[config.mk]
export PLATFORM = sky130hd
export DESIGN_NAME = call_timing
export DESIGN_NICKNAME = d
export VERILOG_FILES = /design/src/hw/call_timing_pkg.sv /design/src/hw/call_timing.sv
export SDC_FILE = /design/constraint.sdc
export NUM_CORES = 1
export LEC_CHECK = 0
export BUFFER_PORTS_ARGS = -buffer_cell sky130_fd_sc_hd__buf_4
export CORE_MARGIN = 1
export CORE_UTILIZATION = 37
export CTS_CLUSTER_DIAMETER = 200
export CTS_CLUSTER_SIZE = 10
export DETAILED_ROUTE_END_ITERATION = 10
export HOLD_SLACK_MARGIN = 0.15
export PLACE_DENSITY = 0.6
export SKIP_CTS_REPAIR_TIMING = 1
export SLEW_MARGIN = 25
export SYNTH_ARGS = -nofsm -noshare
export SYNTH_HDL_FRONTEND = slang
export SYNTH_SLANG_ARGS = --single-unit
[constraint.sdc]
create_clock -name clk -period 6.1 [get_ports clk]
set_input_delay 1.22 -clock clk [delete_from_list [all_inputs] [get_ports clk]]
set_output_delay 1.22 -clock clk [all_outputs]
set_load 0.02 [all_outputs]
[src/hw/call_timing_pkg.sv]
/*
  Package for the call, return, trap and displacement-move timing model.
  Assumes a single core clock and synchronous active-high reset.
*/
package call_timing_pkg;

  // Instruction classes presented to the timing model.
  typedef enum logic [3:0] {
    OP_ABSOLUTE_CALL,
    OP_EXT_CALL_DIRECT,
    OP_EXT_CALL_DWORD,
    OP_LONG_CALL_WORD,
    OP_LONG_CALL_DIRECT,
    OP_SUB_RETURN,
    OP_EXT_RETURN,
    OP_INT_RETURN,
    OP_TRAP,
    OP_STORE_BYTE_64K,
    OP_STORE_WORD_64K,
    OP_MOVE_BYTE_16M,
    OP_MOVE_WORD_16M,
    OP_MOVE_DWORD_16M
  } op_e;

  // Target kind of a move.
  typedef enum logic [1:0] {
    TGT_INTERNAL,
    TGT_IO_PORT,
    TGT_PERIPHERAL,
    TGT_EXTERNAL
  } target_e;

  typedef struct packed {
    op_e op;
    target_e moveTarget;
    logic destExternal;
    logic destOdd;
    logic execInternal;
  } request_s;

  typedef struct packed {
    logic [2:0] bytes;
    logic [5:0] states;
    logic stackFrameWide;
  } result_s;

  localparam int STATE_W = 6;

  // Base bytes and states: binary mode, then source mode.
  localparam logic [2:0] B_ABS_CALL = 3'h2;
  localparam logic [5:0] S_ABS_CALL = 6'h09;
  localparam logic [2:0] B_EXT_CALL_BIN = 3'h5;
  localparam logic [2:0] B_EXT_CALL_SRC = 3'h4;
  localparam logic [5:0] S_EXT_CALL_BIN = 6'h0E;
  localparam logic [5:0] S_EXT_CALL_SRC = 6'h0D;
  localparam logic [2:0] B_IND_BIN = 3'h3;
  localparam logic [2:0] B_IND_SRC = 3'h2;
  localparam logic [5:0] S_LONG_W_BIN = 6'h0A;
  localparam logic [5:0] S_LONG_W_SRC = 6'h09;
  localparam logic [2:0] B_LONG_D = 3'h3;
  localparam logic [5:0] S_LONG_D = 6'h09;
  localparam logic [2:0] B_ONE = 3'h1;
  localparam logic [5:0] S_RETURN = 6'h07;
  localparam logic [5:0] S_EXT_RETURN_BIN = 6'h09;
  localparam logic [5:0] S_EXT_RETURN_SRC = 6'h08;
  localparam logic [2:0] B_TRAP_BIN = 3'h2;
  localparam logic [5:0] S_TRAP_BIN = 6'h0C;
  localparam logic [5:0] S_TRAP_SRC = 6'h0B;
  localparam logic [2:0] B_MOVE_BIN = 3'h5;
  localparam logic [2:0] B_MOVE_SRC = 3'h4;
  localparam logic [5:0] S_ST_B64_BIN = 6'h06;
  localparam logic [5:0] S_ST_B64_SRC = 6'h05;
  localparam logic [5:0] S_ST_W64_BIN = 6'h07;
  localparam logic [5:0] S_ST_W64_SRC = 6'h06;
  localparam logic [5:0] S_MV_B16_BIN = 6'h07;
  localparam logic [5:0] S_MV_B16_SRC = 6'h06;
  localparam logic [5:0] S_MV_W16_BIN = 6'h08;
  localparam logic [5:0] S_MV_W16_SRC = 6'h07;

  // Adders.
  localparam logic [5:0] ADD_ODD = 6'h01;
  localparam logic [5:0] ADD_EXT_CALL = 6'h02;
  localparam logic [5:0] ADD_FRAME = 6'h05;
  localparam logic [5:0] ADD_IO_PORT = 6'h01;
  localparam logic [5:0] ADD_PERIPH = 6'h02;
  localparam logic [5:0] ADD_BYTE_K = 6'h02;
  localparam logic [5:0] ADD_WORD_K = 6'h01;
  localparam logic [5:0] ADD_DWORD_K = 6'h02;

  // Wait states for select pins {hi,lo}: 00->3, 01->2, others->1.
  localparam logic [5:0] WAIT_00 = 6'h03;
  localparam logic [5:0] WAIT_01 = 6'h02;
  localparam logic [5:0] WAIT_1X = 6'h01;

endpackage : call_timing_pkg

[src/hw/call_timing.sv]
/*
  Timing model for call, return, trap and displacement-addressed moves.
  Assumes the request is synchronous to clk and the configuration bits are
  static straps that may come from another domain, so they are synchronised.
*/
`timescale 1ns/100ps
module call_timing
  import call_timing_pkg::*;
(
  // Clock and reset
  input wire logic clk,
  input wire logic rst,
  input wire logic clkEn,
  // Configuration straps
  input wire logic sourceMode,
  input wire logic interrupt_frame_extend,
  input wire logic wait_count_select_hi,
  input wire logic wait_count_select_lo,
  // Request
  input wire logic reqValid,
  input wire request_s req,
  // Result
  output logic resValid,
  output result_s res
);

  typedef struct packed {
    logic [3:0] cfgMeta;
    logic [3:0] cfgSync;
    logic resValid;
    result_s res;
  } state_s;

  state_s state_reg;
  state_s state_next;

  function automatic logic [5:0] waitCount(input logic hi, input logic lo);
    if (!hi && !lo) begin
      return WAIT_00;
    end else if (!hi && lo) begin
      return WAIT_01;
    end else begin
      return WAIT_1X;
    end
  endfunction : waitCount

  function automatic logic [5:0] pick(input logic src, input logic [5:0] b,
                                      input logic [5:0] s);
    return src ? s : b;
  endfunction : pick

  logic src;
  logic frameWide;
  logic [5:0] waitN;
  logic isCall;
  logic isReturn;
  logic isMove;
  logic [2:0] bytesC;
  logic [5:0] baseC;
  logic [5:0] addC;
  logic [5:0] extAddC;

  always_comb begin
    state_next = state_reg;
    src = state_reg.cfgSync[3];
    frameWide = state_reg.cfgSync[2];
    waitN = waitCount(state_reg.cfgSync[1], state_reg.cfgSync[0]);
    isCall = 1'b0;
    isReturn = 1'b0;
    isMove = 1'b0;
    bytesC = B_ONE;
    baseC = S_RETURN;
    extAddC = 6'h00;
    case (req.op)
      OP_ABSOLUTE_CALL: begin
        isCall = 1'b1;
        bytesC = B_ABS_CALL;
        baseC = S_ABS_CALL;
      end
      OP_EXT_CALL_DIRECT: begin
        isCall = 1'b1;
        bytesC = src ? B_EXT_CALL_SRC : B_EXT_CALL_BIN;
        baseC = pick(src, S_EXT_CALL_BIN, S_EXT_CALL_SRC);
      end
      OP_EXT_CALL_DWORD: begin
        isCall = 1'b1;
        bytesC = src ? B_IND_SRC : B_IND_BIN;
        baseC = pick(src, S_EXT_CALL_BIN, S_EXT_CALL_SRC);
      end
      OP_LONG_CALL_WORD: begin
        isCall = 1'b1;
        bytesC = src ? B_IND_SRC : B_IND_BIN;
        baseC = pick(src, S_LONG_W_BIN, S_LONG_W_SRC);
      end
      OP_LONG_CALL_DIRECT: begin
        isCall = 1'b1;
        bytesC = B_LONG_D;
        baseC = S_LONG_D;
      end
      OP_SUB_RETURN: begin
        isReturn = 1'b1;
        bytesC = B_ONE;
        baseC = S_RETURN;
      end
      OP_EXT_RETURN: begin
        isReturn = 1'b1;
        bytesC = src ? B_IND_SRC : B_IND_BIN;
        baseC = pick(src, S_EXT_RETURN_BIN, S_EXT_RETURN_SRC);
      end
      OP_INT_RETURN: begin
        isReturn = 1'b1;
        bytesC = B_ONE;
        baseC = S_RETURN;
      end
      OP_TRAP: begin
        bytesC = src ? B_ONE : B_TRAP_BIN;
        baseC = pick(src, S_TRAP_BIN, S_TRAP_SRC);
      end
      OP_STORE_BYTE_64K: begin
        isMove = 1'b1;
        bytesC = src ? B_MOVE_SRC : B_MOVE_BIN;
        baseC = pick(src, S_ST_B64_BIN, S_ST_B64_SRC);
        extAddC = waitN + ADD_BYTE_K;
      end
      OP_STORE_WORD_64K: begin
        isMove = 1'b1;
        bytesC = src ? B_MOVE_SRC : B_MOVE_BIN;
        baseC = pick(src, S_ST_W64_BIN, S_ST_W64_SRC);
        extAddC = 6'((waitN + ADD_WORD_K) << 1);
      end
      OP_MOVE_BYTE_16M: begin
        isMove = 1'b1;
        bytesC = src ? B_MOVE_SRC : B_MOVE_BIN;
        baseC = pick(src, S_MV_B16_BIN, S_MV_B16_SRC);
        extAddC = waitN + ADD_BYTE_K;
      end
      OP_MOVE_WORD_16M: begin
        isMove = 1'b1;
        bytesC = src ? B_MOVE_SRC : B_MOVE_BIN;
        baseC = pick(src, S_MV_W16_BIN, S_MV_W16_SRC);
        extAddC = 6'((waitN + ADD_WORD_K) << 1);
      end
      OP_MOVE_DWORD_16M: begin
        // The dword form shares the word base; only its external adder differs.
        isMove = 1'b1;
        bytesC = src ? B_MOVE_SRC : B_MOVE_BIN;
        baseC = pick(src, S_MV_W16_BIN, S_MV_W16_SRC);
        extAddC = 6'((waitN + ADD_DWORD_K) << 2);
      end
      default: begin
        bytesC = B_ONE;
        baseC = S_RETURN;
      end
    endcase
    addC = 6'h00;
    if ((isCall || isReturn) && req.execInternal && !req.destExternal && req.destOdd) begin
      addC = addC + ADD_ODD;
    end
    if (isCall && req.destExternal) begin
      addC = addC + ADD_EXT_CALL;
    end
    if ((req.op == OP_INT_RETURN || req.op == OP_TRAP) && frameWide) begin
      addC = addC + ADD_FRAME;
    end
    if (isMove && req.moveTarget == TGT_IO_PORT) begin
      addC = addC + ADD_IO_PORT;
    end else if (isMove && req.moveTarget == TGT_PERIPHERAL) begin
      addC = addC + ADD_PERIPH;
    end else if (isMove && req.moveTarget == TGT_EXTERNAL) begin
      addC = addC + extAddC;
    end
    if (clkEn) begin
      // Straps pass two flops before the timing logic reads them.
      state_next.cfgMeta = {sourceMode, interrupt_frame_extend,
                            wait_count_select_hi, wait_count_select_lo};
      state_next.cfgSync = state_reg.cfgMeta;
      state_next.resValid = reqValid;
      if (reqValid) begin
        state_next.res.bytes = bytesC;
        state_next.res.states = baseC + addC;
        state_next.res.stackFrameWide = frameWide &&
          (req.op == OP_INT_RETURN || req.op == OP_TRAP);
      end
    end
  end

  always_ff @(posedge clk) begin
    if (rst) begin
      state_reg <= '0;
    end else begin
      state_reg <= state_next;
    end
  end

  assign resValid = state_reg.resValid;
  assign res = state_reg.res;

  absolute_call_a: assert property (@(posedge clk) disable iff (rst)
    clkEn && reqValid && req.op == OP_ABSOLUTE_CALL && !req.destExternal && !req.destOdd
    |=> res.states == S_ABS_CALL && res.bytes == B_ABS_CALL)
    else $error("absolute call timing wrong");

  ext_call_mode_a: assert property (@(posedge clk) disable iff (rst)
    clkEn && reqValid && req.op == OP_EXT_CALL_DIRECT && !req.destExternal && !req.destOdd
    |=> res.states == ($past(state_reg.cfgSync[3]) ? S_EXT_CALL_SRC : S_EXT_CALL_BIN))
    else $error("extended call states wrong");

  long_word_call_a: assert property (@(posedge clk) disable iff (rst)
    clkEn && reqValid && req.op == OP_LONG_CALL_WORD && !req.destOdd && !req.destExternal
    && !state_reg.cfgSync[3] |=> res.states == S_LONG_W_BIN && res.bytes == B_IND_BIN)
    else $error("long indirect call timing wrong");

  sub_return_a: assert property (@(posedge clk) disable iff (rst)
    clkEn && reqValid && req.op == OP_SUB_RETURN && !req.destOdd
    |=> res.states == S_RETURN && res.bytes == B_ONE)
    else $error("return timing wrong");

  odd_target_a: assert property (@(posedge clk) disable iff (rst)
    clkEn && reqValid && req.op == OP_SUB_RETURN && req.destOdd && req.execInternal
    && !req.destExternal |=> res.states == S_RETURN + ADD_ODD)
    else $error("odd target adder missing");

  ext_call_adder_a: assert property (@(posedge clk) disable iff (rst)
    clkEn && reqValid && req.op == OP_LONG_CALL_DIRECT && req.destExternal
    |=> res.states == S_LONG_D + ADD_EXT_CALL)
    else $error("external call adder wrong");

  frame_adder_a: assert property (@(posedge clk) disable iff (rst)
    clkEn && reqValid && req.op == OP_INT_RETURN && state_reg.cfgSync[2] && !req.destOdd
    |=> res.states == S_RETURN + ADD_FRAME && res.stackFrameWide)
    else $error("frame adder wrong");

  io_port_a: assert property (@(posedge clk) disable iff (rst)
    clkEn && reqValid && req.op == OP_MOVE_BYTE_16M && req.moveTarget == TGT_IO_PORT
    && !state_reg.cfgSync[3] |=> res.states == S_MV_B16_BIN + ADD_IO_PORT)
    else $error("port adder wrong");

  dword_ext_a: assert property (@(posedge clk) disable iff (rst)
    clkEn && reqValid && req.op == OP_MOVE_DWORD_16M && req.moveTarget == TGT_EXTERNAL
    && !state_reg.cfgSync[3] && state_reg.cfgSync[1:0] == 2'h0
    |=> res.states == S_MV_W16_BIN + 6'((WAIT_00 + ADD_DWORD_K) << 2))
    else $error("dword external adder wrong");

  hold_idle_a: assert property (@(posedge clk) disable iff (rst)
    !clkEn |=> $stable(res) && $stable(resValid))
    else $error("state moved with clock enable low");

  reset_clear_a: assert property (@(posedge clk)
    rst |=> !resValid && res == '0)
    else $error("outputs not cleared by reset");

  ext_call_dword_a: assert property (@(posedge clk) disable iff (rst)
    clkEn && reqValid && req.op == OP_EXT_CALL_DWORD && !req.destExternal && !req.destOdd
    && !state_reg.cfgSync[3] |=> res.states == S_EXT_CALL_BIN && res.bytes == B_IND_BIN)
    else $error("extended register call timing wrong");

  long_direct_a: assert property (@(posedge clk) disable iff (rst)
    clkEn && reqValid && req.op == OP_LONG_CALL_DIRECT && !req.destExternal && !req.destOdd
    |=> res.states == S_LONG_D && res.bytes == B_LONG_D)
    else $error("long direct call timing wrong");

  ext_return_a: assert property (@(posedge clk) disable iff (rst)
    clkEn && reqValid && req.op == OP_EXT_RETURN && !req.destOdd && state_reg.cfgSync[3]
    |=> res.states == S_EXT_RETURN_SRC && res.bytes == B_IND_SRC)
    else $error("extended return timing wrong");

  int_return_a: assert property (@(posedge clk) disable iff (rst)
    clkEn && reqValid && req.op == OP_INT_RETURN && !req.destOdd && !state_reg.cfgSync[2]
    |=> res.states == S_RETURN && res.bytes == B_ONE && !res.stackFrameWide)
    else $error("interrupt return timing wrong");

  trap_base_a: assert property (@(posedge clk) disable iff (rst)
    clkEn && reqValid && req.op == OP_TRAP && !state_reg.cfgSync[2] && !state_reg.cfgSync[3]
    |=> res.states == S_TRAP_BIN && res.bytes == B_TRAP_BIN)
    else $error("trap timing wrong");

  trap_source_a: assert property (@(posedge clk) disable iff (rst)
    clkEn && reqValid && req.op == OP_TRAP && !state_reg.cfgSync[2] && state_reg.cfgSync[3]
    |=> res.states == S_TRAP_SRC && res.bytes == B_ONE)
    else $error("source mode trap timing wrong");

  store_byte_a: assert property (@(posedge clk) disable iff (rst)
    clkEn && reqValid && req.op == OP_STORE_BYTE_64K && req.moveTarget == TGT_INTERNAL
    && !state_reg.cfgSync[3] |=> res.states == S_ST_B64_BIN && res.bytes == B_MOVE_BIN)
    else $error("byte store timing wrong");

  store_word_a: assert property (@(posedge clk) disable iff (rst)
    clkEn && reqValid && req.op == OP_STORE_WORD_64K && req.moveTarget == TGT_INTERNAL
    && state_reg.cfgSync[3] |=> res.states == S_ST_W64_SRC && res.bytes == B_MOVE_SRC)
    else $error("word store timing wrong");

  move_byte_a: assert property (@(posedge clk) disable iff (rst)
    clkEn && reqValid && req.op == OP_MOVE_BYTE_16M && req.moveTarget == TGT_INTERNAL
    && state_reg.cfgSync[3] |=> res.states == S_MV_B16_SRC)
    else $error("wide byte move timing wrong");

  move_word_a: assert property (@(posedge clk) disable iff (rst)
    clkEn && reqValid && req.op == OP_MOVE_WORD_16M && req.moveTarget == TGT_INTERNAL
    && !state_reg.cfgSync[3] |=> res.states == S_MV_W16_BIN)
    else $error("wide word move timing wrong");

  byte_ext_a: assert property (@(posedge clk) disable iff (rst)
    clkEn && reqValid && req.op == OP_STORE_BYTE_64K && req.moveTarget == TGT_EXTERNAL
    && !state_reg.cfgSync[3] && state_reg.cfgSync[1:0] == 2'h1
    |=> res.states == S_ST_B64_BIN + WAIT_01 + ADD_BYTE_K)
    else $error("byte external adder wrong");

  word_ext_a: assert property (@(posedge clk) disable iff (rst)
    clkEn && reqValid && req.op == OP_MOVE_WORD_16M && req.moveTarget == TGT_EXTERNAL
    && state_reg.cfgSync[3] && state_reg.cfgSync[1]
    |=> res.states == S_MV_W16_SRC + 6'((WAIT_1X + ADD_WORD_K) << 1))
    else $error("word external adder wrong");

  wide_frame_a: assert property (@(posedge clk) disable iff (rst)
    clkEn && reqValid && req.op == OP_TRAP && state_reg.cfgSync[2]
    |=> res.stackFrameWide)
    else $error("wide frame flag missing");

  total_sum_a: assert property (@(posedge clk) disable iff (rst)
    clkEn && reqValid && req.op == OP_INT_RETURN && req.destOdd && req.execInternal
    && !req.destExternal && state_reg.cfgSync[2]
    |=> res.states == S_RETURN + ADD_ODD + ADD_FRAME)
    else $error("adders not summed");

endmodule : call_timing

==> flow_summary.json <==
{
  "status": "finished, final reports clean",
  "antenna_found_initial": 0,
  "io_pins": 28,
  "finalSetupViolations": 0,
  "cap_violations": 0,
  "grt_first_pass_wirelength_mm": 5.747,
  "cts_tree": "built",
  "critPathMaxStageDelay_ns": 0.55,
  "syn_to_final_growth_pct": 11.05,
  "drv_slew": 0,
  "fin_skew_ns": 0.001004,
  "grt_pass1_vias": 1246,
  "dr.pass1.iters": 4,
  "tns_ns": 0,
  "yosys_warnings": 0,
  "hp-class": "register to register",
  "required_ns": 6.30,
  "vias_per_cell": 5.253,
  "synth_edf_count": 0,
  "grt_use_total_pct": 16.79,
  "numCtsBuffers": 3,
  "ys_ff_latch": 19,
  "drc": 0,
  "syn_area_sq_um": 1585,
  "yosys-top-cells-count": "nor2_1, a21oi_1, dfxtp_1, nand2_1, clkbuf_1",
  "ys_top_cells_by_area": "dfxtp_1, nor2_1, ha_1",
  "whs_ns": 0.4595,
  "period_share_pct": 73.75,
  "pwr-share-seq_pct": 44.0,
  "htree_levels": 1,
  "vias": 1392,
  "clock_latency_ns": 0.25,
  "cts_sinks": 19,
  "rows": 23,
  "cp_slowest_cell": "or4b_4",
  "avgRoutedWirePerCell_um": 13.14,
  "die_w_um": 67.46,
  "p_int_mw": 0.2136,
  "final_util_pct": 43.39,
  "n_antenna_cell": 0,
  "clk_pin_slew_ns": 0.07,
  "async_flop_share_pct": 0,
  "synthFlopType": "dfxtp_1",
  "path_common_cell": "ha_1",
  "synth_top_area_share_pct": 23.99,
  "cts-root-buf": "clkbuf_8",
  "syn-num-nets": 235,
  "fmax_mhz": 222.3,
  "fin_ws_ns": 1.602,
  "gr-total-overflow": 0,
  "swShare_pct": 30.42,
  "rsz0062_at_grt": "false",
  "core_area_sq_um": 4058,
  "hold_viol": 0,
  "crit_path_end_kind": "register",
  "power_density_nw_per_um2": 174.4,
  "die_area_sq_um": 4550,
  "synthesis.instances": 208,
  "pre_cts_ws_ns": 1.367,
  "largest_reg_flops": 10,
  "ys_seq_area_share_pct": 23.99,
  "wl_mm": 3.481,
  "die_y_um": 67.46,
  "final_layout_size_suffix_gt1_share_pct": 17.67,
  "slew_headroom_pct": 58.29,
  "post-synth-top-count-cell": "nor2_1",
  "drt_iter0_markers": 51,
  "leakagePower_nw": 0.7624,
  "p_sw_mw": 0.09338,
  "dp_hpwl_mm": 2.658,
  "power_frac_comb_pct": 27.7,
  "worstSetupPathType": "input pin to register",
  "clk_path_buf_depth": 2,
  "ant_nets": 0,
  "io_buffers": 27,
  "yosys.area.top_type": "dfxtp_1",
  "synth_cell_types": 47,
  "worstPathMaxFanout": 19,
  "gp_congestion": 0.7950,
  "clock_power_share_pct": 28.4,
  "crit_path_cell_trace": "buf_4, or4b_4, a21o_4, xnor2_1, ha_1, nand2b_1, mux2_2, ha_1, fa_1, a21o_1, a21oi_1, nor4b_1, mux2i_1, nand2_1",
  "grt_max_degree": 22,
  "nNetsFinal": 243,
  "finalCriticalPeriod_ns": 4.498,
  "syn_area_per_cell_sq_um": 7.621,
  "vdd_drop_max_uv": 140.3,
  "initial_core_util_pct": 39.07,
  "worst_pin_slew_ns": 0.6256,
  "critPathLaunchType": "input pin",
  "cp.arrival_ns": 4.70
}
[worst paths after layout]
path | startpoint | endpoint | slack, ns | depth (start not counted)
setup / recovery | req[5] | res[5]$_SDFFE_PP0P_ | 1.60 | 14
hold / removal | res[2]$_SDFFE_PP0P_ | res[2]$_SDFFE_PP0P_ | 0.46 | 2
setup reg to reg | frameWide$_SDFFE_PP0P_ | res[5]$_SDFFE_PP0P_ | 2.91 | 13
hold reg to reg | res[2]$_SDFFE_PP0P_ | res[2]$_SDFFE_PP0P_ | 0.46 | 2
[critical path: cells and delay by family]
family,cells,cell delay (ns)
and+or+nand+nor,4,1.04
adders and majority gates,3,0.98
AOI/OAI and AO/OA,3,0.61
muxes,2,0.39
xor gates and xnor gates,1,0.29
buffers and inverters,1,0.17
[metal layers]
layer | wire length (um) | track usage [%]
met4 | 17 | 2.394
met3 | 83 | 3.547
met1 | 1742 | 22.90
met2 | 1638 | 27.50
met5 | 0 | 0
[cell families after synthesis]
| logic type | after synthesis | synth area share (%) |
|---|---|---|
| buffers and inverters | 29 | 9.786 |
| AO/OA/AOI/OAI | 50 | 21.39 |
| XOR/XNOR | 6 | 3.316 |
| AND/OR/NAND/NOR | 83 | 26.12 |
| multiplexers | 11 | 7.025 |
| flip-flops | 19 | 23.99 |
| adder cells (fa/ha/maj) | 10 | 8.366 |
[layout make-up]
| cell class | count | area [sq um] |
|---|---|---|
| Tap cell | 50 | 62.56 |
| Sequential cell | 19 | 380.4 |
| Clock buffer | 3 | 41.29 |
| Timing Repair Buffer | 27 | 202.7 |
| Fill cell | 419 | 2297 |
| Inverter | 5 | 18.77 |
| Multi-Input combinational cell | 160 | 1050 |
| Clock inverter | 1 | 5.005 |
[power by group through the flow]
stage	Clock [mW]	Combinational (mW)	Sequential (mW)
global route	0.0981	0.0952	0.136
CTS	0.0900	0.0854	0.135
finish	0.0870	0.0849	0.135
detailed placement	0	0.0848	0.138
global placement	0	0.0850	0.138
floorplan	0	0.0660	0.137
[cells in the final DEF, fill, tap and decap left out, drive strengths merged, types with 2 or more instances in the layout]
cell,instances
nor2,31
buf,27
a21oi,19
dfxtp,19
nand2,15
mux2i,10
ha,9
nor3,8
nand2b,7
a211oi,6
inv,5
o21ai,5
a21o,5
xor2,3
o22ai,3
nor2b,3
nand3,3
xnor2,3
nor3b,3
clkbuf,3
a221oi,2
and2,2
nor4b,2
nand3b,2
[per-stage QoR]
| stage | instance area (sq um) | std cells | power (mW) |
|---|---|---|---|
| 5_1_grt | 1760 | 265 | 0.3291 |
| 2_1_floorplan | 1585 | 208 | 0.2026 |
| 3_3_place_gp | 1714 | 261 | 0.2230 |
| 3_5_place_dp | 1714 | 261 | 0.2228 |
| 6_report | 1760 | 265 | 0.3070 |
| 4_1_cts | 1760 | 265 | 0.3105 |
No activity file was read; power rests on OpenSTA's default activity.
